## src/common/fmps_map.svh

```systemverilog
// fmps_map.svh: register offsets, field positions, reset values and timing counts
// for the fan and motor protection supervisor; definitions only.
`ifndef FMPS_MAP_SVH
`define FMPS_MAP_SVH

`define FMPS_OFF_FAN_MODE    8'h00
`define FMPS_OFF_FAN_THR     8'h04
`define FMPS_OFF_RESTORE     8'h08
`define FMPS_OFF_OL_COEF     8'h0c
`define FMPS_OFF_LR_EN       8'h10
`define FMPS_OFF_LR_DELAY    8'h14
`define FMPS_OFF_OH_EN       8'h18
`define FMPS_OFF_SD_EN       8'h1c
`define FMPS_OFF_OH_LIMIT    8'h20
`define FMPS_OFF_LR_CURRENT  8'h24
`define FMPS_OFF_ZERO_SPEED  8'h28
`define FMPS_OFF_STATUS      8'h2c
`define FMPS_OFF_CLEAR       8'h30
`define FMPS_OFF_IRQ_EN      8'h34
`define FMPS_OFF_STATE       8'h38

`define FMPS_RST_FAN_MODE    16'h0002
`define FMPS_RST_FAN_THR     16'h002d
`define FMPS_RST_RESTORE     16'h0000
`define FMPS_RST_OL_COEF     16'h0064
`define FMPS_RST_LR_EN       16'h0001
`define FMPS_RST_LR_DELAY    16'h0032
`define FMPS_RST_OH_EN       16'h0000
`define FMPS_RST_SD_EN       16'h0001
`define FMPS_RST_OH_LIMIT    16'h0082
`define FMPS_RST_LR_CURRENT  16'h00c8
`define FMPS_RST_ZERO_SPEED  16'h000a

// status / clear / enable bit positions
`define FMPS_BIT_OVERLOAD    0
`define FMPS_BIT_LOCKED      1
`define FMPS_BIT_OVERHEAT    2
`define FMPS_BIT_SENSOR      3
`define FMPS_BIT_RESTORED    4
`define FMPS_NUM_EVENTS      5

// fan modes, temperatures in degrees C and rated current in percent
`define FMPS_MODE_TEMP       16'h0000
`define FMPS_MODE_POWER      16'h0001
`define FMPS_MODE_RUN        16'h0002
`define FMPS_FAN_HYST        16'h0005
`define FMPS_RUN_ON_TEMP     16'h002d
`define FMPS_RUN_OFF_TEMP    16'h0028
`define FMPS_RATED_PCT       16'h0064

// timing
`define FMPS_CLK_MHZ         200
`define FMPS_TICK_MS         10
`define FMPS_FAN_STOP_MS     500
`define FMPS_HOLD_MS         500
`define FMPS_RESTORE_MS      5000

`endif

```

## src/common/fmps_pkg.sv

```systemverilog
// fmps_pkg: types shared by the fan and motor protection supervisor.
// assumes fmps_map.svh for all numeric constants.
`default_nettype none
package fmps_pkg;
    typedef enum logic [1:0] {RS_IDLE, RS_HOLD, RS_SHOW} fmps_restore_e;
    typedef logic [15:0] fmps_word_t;
endpackage
`default_nettype wire

```

## src/core/fmps_top.sv

```systemverilog
// fmps_top: fan drive, factory restore sequencer and motor protection faults,
// with an APB register slave. assumes synchronous inputs on pclk (200 MHz),
// temperatures in whole degrees C and currents in percent of rated current.
// Function
// RULE1: fan mode 0 temperature, 1 always from power-on, 2 while running; default 2.
// RULE2: mode 0 turns fan on when radiator reaches threshold, default 45.
// RULE3: mode 0 turns fan off only below threshold minus five degrees.
// RULE4: mode 2 runs fan while servo on or radiator above 45 degrees.
// RULE5: mode 2 stops fan 500 ms after servo off and radiator below 40.
// RULE6: mode 1 runs fan continuously regardless of temperature or servo.
// RULE7: restore request 1 plus SET held 0.5 s shows 00000.
// RULE8: five seconds later all parameters reload their defaults.
// RULE9: heat model is generation minus release; rising heat flags overload.
// RULE10: overload trip time scales with coefficient percent, default 100.
// RULE11: locked rotor is near-zero speed with very high current.
// RULE12: locked-rotor protection has an enable, default on.
// RULE13: locked-rotor fault after condition persists delay times 10 ms.
// RULE14: motor overheat protection has an enable, default off.
// RULE15: sensor disconnection detection has an enable, default on.
// RULE16: locked-rotor timer restarts when the condition ceases early.
// RULE17: faults stay latched until an alarm reset clears them.
// RULE18: setting changes act at once, with no restart.
//
// Added by the designer: the register offsets and the APB slave port.
`timescale 1ns/10ps
`default_nettype none
`include "fmps_map.svh"

module fmps_top #(
    parameter int unsigned TICK_CYCLES = `FMPS_TICK_MS * `FMPS_CLK_MHZ * 1000,
    parameter int unsigned OL_UNIT     = 100,
    parameter int unsigned HEAT_W      = 32
) (
    input  wire logic        pclk,
    input  wire logic        presetn,
    input  wire logic        psel,
    input  wire logic        penable,
    input  wire logic        pwrite,
    input  wire logic [7:0]  paddr,
    input  wire logic [31:0] pwdata,
    output logic      [31:0] prdata,
    output logic             pready,
    output logic             pslverr,
    input  wire logic [15:0] radiator_temp,
    input  wire logic [15:0] motor_temp,
    input  wire logic        sensor_open,
    input  wire logic        servo_on,
    input  wire logic [15:0] motor_speed,
    input  wire logic [15:0] motor_current,
    input  wire logic        set_key,
    output logic             fan_on,
    output logic             restore_display,
    output logic             motor_overload_alarm,
    output logic             locked_rotor_alarm,
    output logic             overheat_alarm,
    output logic             sensor_alarm,
    output logic             heat_rising,
    output logic             irq
);

    localparam int unsigned FAN_STOP_TICKS =
        (`FMPS_FAN_STOP_MS + `FMPS_TICK_MS - 1) / `FMPS_TICK_MS;
    localparam int unsigned HOLD_TICKS =
        (`FMPS_HOLD_MS + `FMPS_TICK_MS - 1) / `FMPS_TICK_MS;
    localparam int unsigned SHOW_TICKS =
        (`FMPS_RESTORE_MS + `FMPS_TICK_MS - 1) / `FMPS_TICK_MS;

    function automatic logic hit(input logic [7:0] a, input logic [7:0] off);
        hit = (a == off);
    endfunction

    // settings
    fmps_pkg::fmps_word_t fan_mode_select;
    fmps_pkg::fmps_word_t fan_temperature_threshold;
    fmps_pkg::fmps_word_t factory_restore_request;
    fmps_pkg::fmps_word_t overload_coefficient;
    fmps_pkg::fmps_word_t locked_rotor_enable;
    fmps_pkg::fmps_word_t locked_rotor_delay;
    fmps_pkg::fmps_word_t overheat_enable;
    fmps_pkg::fmps_word_t sensor_disconnect_enable;
    fmps_pkg::fmps_word_t overheat_limit;
    fmps_pkg::fmps_word_t locked_rotor_current;
    fmps_pkg::fmps_word_t zero_speed_limit;
    logic [`FMPS_NUM_EVENTS-1:0] event_status;
    logic [`FMPS_NUM_EVENTS-1:0] irq_enable;

    // apb decode
    wire        access     = psel & penable;
    wire        wr         = access & pwrite;
    wire        w_mode     = wr & hit(paddr, `FMPS_OFF_FAN_MODE);
    wire        w_thr      = wr & hit(paddr, `FMPS_OFF_FAN_THR);
    wire        w_restore  = wr & hit(paddr, `FMPS_OFF_RESTORE);
    wire        w_coef     = wr & hit(paddr, `FMPS_OFF_OL_COEF);
    wire        w_lr_en    = wr & hit(paddr, `FMPS_OFF_LR_EN);
    wire        w_lr_dly   = wr & hit(paddr, `FMPS_OFF_LR_DELAY);
    wire        w_oh_en    = wr & hit(paddr, `FMPS_OFF_OH_EN);
    wire        w_sd_en    = wr & hit(paddr, `FMPS_OFF_SD_EN);
    wire        w_oh_lim   = wr & hit(paddr, `FMPS_OFF_OH_LIMIT);
    wire        w_lr_cur   = wr & hit(paddr, `FMPS_OFF_LR_CURRENT);
    wire        w_zero     = wr & hit(paddr, `FMPS_OFF_ZERO_SPEED);
    wire        w_clear    = wr & hit(paddr, `FMPS_OFF_CLEAR);
    wire        w_irq_en   = wr & hit(paddr, `FMPS_OFF_IRQ_EN);
    wire        mapped     = (paddr <= `FMPS_OFF_STATE) && (paddr[1:0] == 2'h0);
    wire [15:0] wdata      = pwdata[15:0];
    wire [`FMPS_NUM_EVENTS-1:0] clear_bits =
        w_clear ? pwdata[`FMPS_NUM_EVENTS-1:0] : '0;

    // 10 ms time base shared by every timer
    logic [31:0] tick_cnt;
    wire         tick = (tick_cnt == 32'(TICK_CYCLES - 1));

    always_ff @(posedge pclk or negedge presetn) begin
        if (!presetn) begin
            tick_cnt <= 32'h0;
        end else begin
            tick_cnt <= tick ? 32'h0 : tick_cnt + 32'h1;
        end
    end

    // factory restore sequencer
    fmps_pkg::fmps_restore_e rs_state;
    fmps_pkg::fmps_restore_e next_rs_state;
    logic [15:0] rs_cnt;
    wire rs_armed   = (factory_restore_request == 16'h0001);
    wire hold_done  = tick && (rs_cnt == 16'(HOLD_TICKS - 1));
    wire show_done  = tick && (rs_cnt == 16'(SHOW_TICKS - 1));
    wire reload     = (rs_state == fmps_pkg::RS_SHOW) && show_done; // RULE8

    always_comb begin
        next_rs_state = rs_state;
        case (rs_state)
            fmps_pkg::RS_IDLE: begin
                if (rs_armed && set_key) next_rs_state = fmps_pkg::RS_HOLD;
            end
            fmps_pkg::RS_HOLD: begin
                // releasing SET or withdrawing the request aborts
                if (!set_key || !rs_armed) next_rs_state = fmps_pkg::RS_IDLE;
                else if (hold_done) next_rs_state = fmps_pkg::RS_SHOW; // RULE7
            end
            fmps_pkg::RS_SHOW: begin
                if (show_done) next_rs_state = fmps_pkg::RS_IDLE;
            end
            default: next_rs_state = fmps_pkg::RS_IDLE;
        endcase
    end

    always_ff @(posedge pclk or negedge presetn) begin
        if (!presetn) begin
            rs_state <= fmps_pkg::RS_IDLE;
            rs_cnt   <= 16'h0;
        end else begin
            rs_state <= next_rs_state;
            if (next_rs_state != rs_state) rs_cnt <= 16'h0;
            else if (tick) rs_cnt <= rs_cnt + 16'h1;
        end
    end

    assign restore_display = (rs_state == fmps_pkg::RS_SHOW); // RULE7

    // settings take effect on the write itself; reload beats a racing write
    always_ff @(posedge pclk or negedge presetn) begin
        if (!presetn) begin
            fan_mode_select           <= `FMPS_RST_FAN_MODE;
            fan_temperature_threshold <= `FMPS_RST_FAN_THR;
            factory_restore_request   <= `FMPS_RST_RESTORE;
            overload_coefficient      <= `FMPS_RST_OL_COEF;
            locked_rotor_enable       <= `FMPS_RST_LR_EN;
            locked_rotor_delay        <= `FMPS_RST_LR_DELAY;
            overheat_enable           <= `FMPS_RST_OH_EN;
            sensor_disconnect_enable  <= `FMPS_RST_SD_EN;
            overheat_limit            <= `FMPS_RST_OH_LIMIT;
            locked_rotor_current      <= `FMPS_RST_LR_CURRENT;
            zero_speed_limit          <= `FMPS_RST_ZERO_SPEED;
        end else if (reload) begin // RULE8
            fan_mode_select           <= `FMPS_RST_FAN_MODE;
            fan_temperature_threshold <= `FMPS_RST_FAN_THR;
            factory_restore_request   <= `FMPS_RST_RESTORE;
            overload_coefficient      <= `FMPS_RST_OL_COEF;
            locked_rotor_enable       <= `FMPS_RST_LR_EN;
            locked_rotor_delay        <= `FMPS_RST_LR_DELAY;
            overheat_enable           <= `FMPS_RST_OH_EN;
            sensor_disconnect_enable  <= `FMPS_RST_SD_EN;
            overheat_limit            <= `FMPS_RST_OH_LIMIT;
            locked_rotor_current      <= `FMPS_RST_LR_CURRENT;
            zero_speed_limit          <= `FMPS_RST_ZERO_SPEED;
        end else begin // RULE18
            if (w_mode)    fan_mode_select           <= wdata;
            if (w_thr)     fan_temperature_threshold <= wdata;
            if (w_restore) factory_restore_request   <= wdata;
            if (w_coef)    overload_coefficient      <= wdata;
            if (w_lr_en)   locked_rotor_enable       <= wdata;
            if (w_lr_dly)  locked_rotor_delay        <= wdata;
            if (w_oh_en)   overheat_enable           <= wdata;
            if (w_sd_en)   sensor_disconnect_enable  <= wdata;
            if (w_oh_lim)  overheat_limit            <= wdata;
            if (w_lr_cur)  locked_rotor_current      <= wdata;
            if (w_zero)    zero_speed_limit          <= wdata;
        end
    end

    // fan control
    wire [15:0] thr_low   = fan_temperature_threshold - `FMPS_FAN_HYST;
    wire mode_temp        = (fan_mode_select == `FMPS_MODE_TEMP);
    wire mode_power       = (fan_mode_select == `FMPS_MODE_POWER);
    wire mode_run         = (fan_mode_select == `FMPS_MODE_RUN);
    wire temp_on          = radiator_temp >= fan_temperature_threshold; // RULE2
    wire temp_off         = radiator_temp < thr_low; // RULE3
    wire run_on           = servo_on || (radiator_temp > `FMPS_RUN_ON_TEMP); // RULE4
    wire run_stop         = !servo_on && (radiator_temp < `FMPS_RUN_OFF_TEMP);
    logic [15:0] stop_cnt;
    wire stop_done        = run_stop && tick && (stop_cnt == 16'(FAN_STOP_TICKS - 1));
    logic next_fan_on;

    always_comb begin
        next_fan_on = fan_on;
        if (mode_power) next_fan_on = 1'b1; // RULE6
        else if (mode_temp) begin
            if (temp_on) next_fan_on = 1'b1; // RULE2
            else if (temp_off) next_fan_on = 1'b0; // RULE3
        end else if (mode_run) begin
            if (run_on) next_fan_on = 1'b1; // RULE4
            else if (stop_done) next_fan_on = 1'b0; // RULE5
        end else begin
            // undefined mode codes keep the fan running: the safe side
            next_fan_on = 1'b1;
        end
    end

    always_ff @(posedge pclk or negedge presetn) begin
        if (!presetn) begin
            fan_on   <= 1'b0;
            stop_cnt <= 16'h0;
        end else begin
            fan_on <= next_fan_on; // RULE1
            if (!mode_run || !run_stop || !fan_on) stop_cnt <= 16'h0; // RULE5
            else if (tick) stop_cnt <= stop_cnt + 16'h1;
        end
    end

    // thermal model: generation is current, release is rated current
    logic [HEAT_W-1:0] heat;
    wire [15:0] excess  = motor_current - `FMPS_RATED_PCT;
    wire [15:0] deficit = `FMPS_RATED_PCT - motor_current;
    wire gen_gt_rel     = motor_current > `FMPS_RATED_PCT;
    wire [HEAT_W-1:0] ol_limit = HEAT_W'(overload_coefficient) * HEAT_W'(OL_UNIT); // RULE10
    wire ol_trip        = gen_gt_rel && (heat > ol_limit); // RULE9
    assign heat_rising  = gen_gt_rel; // RULE9

    always_ff @(posedge pclk or negedge presetn) begin
        if (!presetn) begin
            heat <= '0;
        end else if (tick) begin
            if (gen_gt_rel) heat <= heat + HEAT_W'(excess); // RULE9
            else if (heat > HEAT_W'(deficit)) heat <= heat - HEAT_W'(deficit);
            else heat <= '0;
        end
    end

    // locked rotor persistence
    wire lr_en   = locked_rotor_enable[0]; // RULE12
    wire lr_cond = lr_en && (motor_speed <= zero_speed_limit)
                   && (motor_current >= locked_rotor_current); // RULE11
    logic [15:0] lr_cnt;
    wire lr_trip = lr_cond && (lr_cnt >= locked_rotor_delay); // RULE13

    always_ff @(posedge pclk or negedge presetn) begin
        if (!presetn) begin
            lr_cnt <= 16'h0;
        end else if (!lr_cond) begin
            lr_cnt <= 16'h0; // RULE16
        end else if (tick && !lr_trip) begin
            lr_cnt <= lr_cnt + 16'h1;
        end
    end

    wire oh_trip = overheat_enable[0] && (motor_temp > overheat_limit); // RULE14
    wire sd_trip = sensor_disconnect_enable[0] && sensor_open; // RULE15

    // sticky events: set beats the clear of the same cycle
    wire [`FMPS_NUM_EVENTS-1:0] ev_set = {reload, sd_trip, oh_trip, lr_trip, ol_trip};

    always_ff @(posedge pclk or negedge presetn) begin
        if (!presetn) begin
            event_status <= '0;
            irq_enable   <= '0;
        end else begin
            event_status <= (event_status & ~clear_bits) | ev_set; // RULE17
            if (w_irq_en) irq_enable <= pwdata[`FMPS_NUM_EVENTS-1:0];
        end
    end

    assign motor_overload_alarm = event_status[`FMPS_BIT_OVERLOAD];
    assign locked_rotor_alarm   = event_status[`FMPS_BIT_LOCKED];
    assign overheat_alarm       = event_status[`FMPS_BIT_OVERHEAT];
    assign sensor_alarm         = event_status[`FMPS_BIT_SENSOR];
    assign irq                  = |(event_status & irq_enable);

    // read mux
    wire [31:0] state_word = {27'h0, heat_rising, restore_display, 1'b0, 1'b0, fan_on};
    logic [31:0] rd_mux;

    always_comb begin
        rd_mux = 32'h0;
        case (paddr)
            `FMPS_OFF_FAN_MODE:   rd_mux = {16'h0, fan_mode_select};
            `FMPS_OFF_FAN_THR:    rd_mux = {16'h0, fan_temperature_threshold};
            `FMPS_OFF_RESTORE:    rd_mux = {16'h0, factory_restore_request};
            `FMPS_OFF_OL_COEF:    rd_mux = {16'h0, overload_coefficient};
            `FMPS_OFF_LR_EN:      rd_mux = {16'h0, locked_rotor_enable};
            `FMPS_OFF_LR_DELAY:   rd_mux = {16'h0, locked_rotor_delay};
            `FMPS_OFF_OH_EN:      rd_mux = {16'h0, overheat_enable};
            `FMPS_OFF_SD_EN:      rd_mux = {16'h0, sensor_disconnect_enable};
            `FMPS_OFF_OH_LIMIT:   rd_mux = {16'h0, overheat_limit};
            `FMPS_OFF_LR_CURRENT: rd_mux = {16'h0, locked_rotor_current};
            `FMPS_OFF_ZERO_SPEED: rd_mux = {16'h0, zero_speed_limit};
            `FMPS_OFF_STATUS:     rd_mux = {27'h0, event_status};
            `FMPS_OFF_IRQ_EN:     rd_mux = {27'h0, irq_enable};
            `FMPS_OFF_STATE:      rd_mux = state_word;
            default:              rd_mux = 32'h0;
        endcase
    end

    // zero-wait slave: data comes from a register loaded in the setup cycle
    always_ff @(posedge pclk or negedge presetn) begin
        if (!presetn) begin
            prdata <= 32'h0;
        end else if (psel && !penable && !pwrite) begin
            prdata <= rd_mux;
        end
    end

    assign pready  = 1'b1;
    assign pslverr = access && !mapped;
endmodule // fmps_top

`default_nettype wire

```

## config.mk

```make
export PLATFORM = sky130hd
export DESIGN_NAME = fmps_top
export DESIGN_NICKNAME = d
export VERILOG_FILES = /design/src/common/fmps_pkg.sv /design/src/core/fmps_top.sv
export VERILOG_INCLUDE_DIRS = /design/src /design/src/common
export SDC_FILE = /design/constraint.sdc
export NUM_CORES = 1
export LEC_CHECK = 0
export ABC_AREA = 1
export BUFFER_PORTS_ARGS = -buffer_cell sky130_fd_sc_hd__buf_2
export CAP_MARGIN = 0
export CORE_UTILIZATION = 45
export CTS_CLUSTER_DIAMETER = 150
export DETAILED_ROUTE_END_ITERATION = 8
export PLACE_DENSITY = 0.65
export SLEW_MARGIN = 20
export SYNTH_ARGS = -nofsm -noshare
export SYNTH_HDL_FRONTEND = slang
export SYNTH_SLANG_ARGS = --single-unit
```

## constraint.sdc

```tcl
create_clock -name pclk -period 3.8 [get_ports pclk]
set_input_delay 0.76 -clock pclk [delete_from_list [all_inputs] [get_ports pclk]]
set_output_delay 0.76 -clock pclk [all_outputs]
set_load 0.01 [all_outputs]
```

==> results.txt <==
Outcome -> complete, but fails checks
Antenna violations before repair -> 1
H-tree Lvls -> 2
Clk Latency, worst-skew pair -> 580 ps
HP Class -> in2async
PwrDens -> 329 nW/um^2
Drt pass-1 iters -> 6
Clock sinks -> 317
Yosys warns -> 0
Top routing layer in use -> met4
Final setup margin -> -152 ps
Total GRT Usage -> 29.9%
Crit path largest cell delay -> 580 ps
Unrepaired setup endpoints after global routing -> yes
Power, Total -> 8.80 mW
Leak -> 13.0 nW
Post-DRT Antenna Nets -> 0
Synth Instances -> 3,079
Largest net degree at the start of global routing -> 100
Horiz. Die Dim -> 228 um
Detailed Route WL -> 76.3 mm
Finished Layout Cells -> 4,004
Clock-pin slew on the worst setup and hold paths -> 60 ps
Final Hold Vio Count -> 0
Met1 wire length -> 32.3 mm
Most area-consuming cells after synthesis -> dfrtp_1, ha_1, nand2_1
Worst path top cell family by delay -> adder cells
Least-Margin Pin Slew -> 931 ps
Worst Path Class, Setup -> reg2reg
EDFF count, synth -> 0
Vias per inst -> 5.50
CP dominant cell by count -> ha_4
Core region area -> 50,200 um^2
Multi-input gate area -> 13,200 um^2
Yosys cell types -> 61
Placed cells -> 3,925
Worst-path cell with the longest stage delay -> dfstp_2
Max Cap Viol -> 0
Vias in the first global route -> 21.3k
WP data required -> 4320 ps
FMAX -> 253 MHz
Most frequent cells in the layout -> nand2_1, inv_1, dfrtp_1
CP Max Fanout -> 3
Root Buffer -> clkbuf_16
Overall via count from detail_route -> 22.0k
Ys flop type -> dfrtp_1
Vert. Die Dim -> 228 um
Worst-case clock buffer depth -> 3
Relative slew slack -> 37.9%
Initial Util -> 45.6%
Fin. max-slew vios -> 0
Area grow syn2layout -> 16.9%
Most common cell after layout, fill and taps aside -> nand2_1
GP Congestion -> 0.984
Share of flip-flops with an asynchronous set or reset -> 100%
Yosys top cell by area -> dfrtp_1
Fillers -> 4,826
Final core utilization -> 53.4%
Critical Path End Type -> flop
Global-route congestion overflow total -> 0
CP Buf/Inv Count -> 4
Final worst path period need -> 3950 ps
Non-Filler Cell Area, Final -> 26,800 um^2
Initial drt markers -> 1,935
First-pass GRT wire length -> 119 mm
Setup TNS -> -152 ps
Register bit total from synthesis -> 317
Synth Cell Area -> 22,900 um^2
# hold bufs at CTS -> 0
DP Area -> 25,100 um^2
Final-stage net count -> 3,638
CTS tree -> built
Final setup viols -> 1
Part of the Yosys area used for sequential elements -> 34.8%
Routed wl met2 -> 34.3 mm
Worst Skew -> 30.6 ps
DP Worst Slack -> -221 ps
FP Rows -> 82
PortBufs -> 120
DR WL met3 -> 5.08 mm
Ports -> 154
Syn_area_per_cell -> 7.44 um^2
Synth top area share -> 32.5%
Biggest regs -> heat: 32 flops, tick_cnt: 32 flops
CP Cell Sequence -> buf_6 -> ha_4 -> ha_4 -> inv_2 -> fa_1 -> inv_2 -> ha_4 -> buf_4 -> a31oi_4 -> o21ai_4 -> a21oi_2 -> o21ai_1 -> xor2_1 -> ha_1 -> nand4_1 -> nor4_4 -> nand2_1 -> o2111ai_2 -> nand3_1 -> nand2_1
Register area -> 7960 um^2
DP HPWL -> 58.8 mm
Violated checks -> negative setup slack
Worst EP arrival -> 4470 ps
Crit start category -> flop
Layout cells sized above 1 -> 13.1%
Hold slack -> 273 ps
DRC viols -> 0
Avg WL per Cell -> 19.1 um
Maximum VDD drop -> 0.262 mV
Die area -> 51,800 um^2
Cts bufs inserted -> 38
Tcrit/Tclk final -> 104%
[routing by layer]
metal / GRT usage [%] / vias up
met5: 0 / -
met4: 17.9 / 0
met3: 4.05 / 200
met2: 47.6 / 842
met1: 38.7 / 10336
li1: - / 10625
[final cells by class]
cell class              instances  share of cell area [%]
diodes                          1                 0.00935
clock inverters                23                    1.58
clock buffers                  46                    3.81
multi-input cells            2265                    49.3
flip-flops and latches        317                    29.7
inverters                     412                    5.78
repair buffers                268                    6.65
well taps                     672                    3.14
[synthesized netlist by cell type, drive strengths merged (41+ instances only)]
cell	count
xor2	90
a21oi	177
clkbuf	41
nand3	170
inv	408
o21ai	290
nor2	284
nand4	51
buf	59
nand2	689
dfrtp	297
ha	211
nor3	64
[power by group]
part	internal (mW)	switching [mW]	total, mW
Sequential	3.42	0.0461	3.46
Clock	2.68	1.60	4.28
Combinational	0.383	0.676	1.06
[final timing paths]
check | start | end | slack (ps) | cells past startpoint
hold reg to reg | locked_rotor_current[3] | locked_rotor_current[3] | 480 | 2
setup / recovery | overload_coefficient[5] | event_status[0] | -150 | 20
hold / removal | presetn | heat[31] | 270 | 1
min in group pclk | sensor_open | event_status[3] | 410 | 3
max in group asynchronous | presetn | locked_rotor_delay[5] | 2590 | 2
setup reg to reg | overload_coefficient[5] | event_status[0] | -150 | 20
[kinds of logic (layout without fill, tap and decap cells)]
family,Yosys count,count (layout),synth area share (%)
adders and majority gates,224,224,12.7
buffers and inverters,512,749,9.06
xor gates and xnor gates,113,113,4.32
and+or+nand+nor,1324,1324,24.9
other,2,18,0.0328
DFF,317,317,34.8
AOI/OAI and AO/OA,587,587,14.3
[timing repair]
action / CTS / global route
endpoints found under the setup margin: 1 / 1
setup buffers: 8 / 2
pin swaps: 26 / 5
resized for setup: 30 / 6
Power figures use the tool's default switching activity.
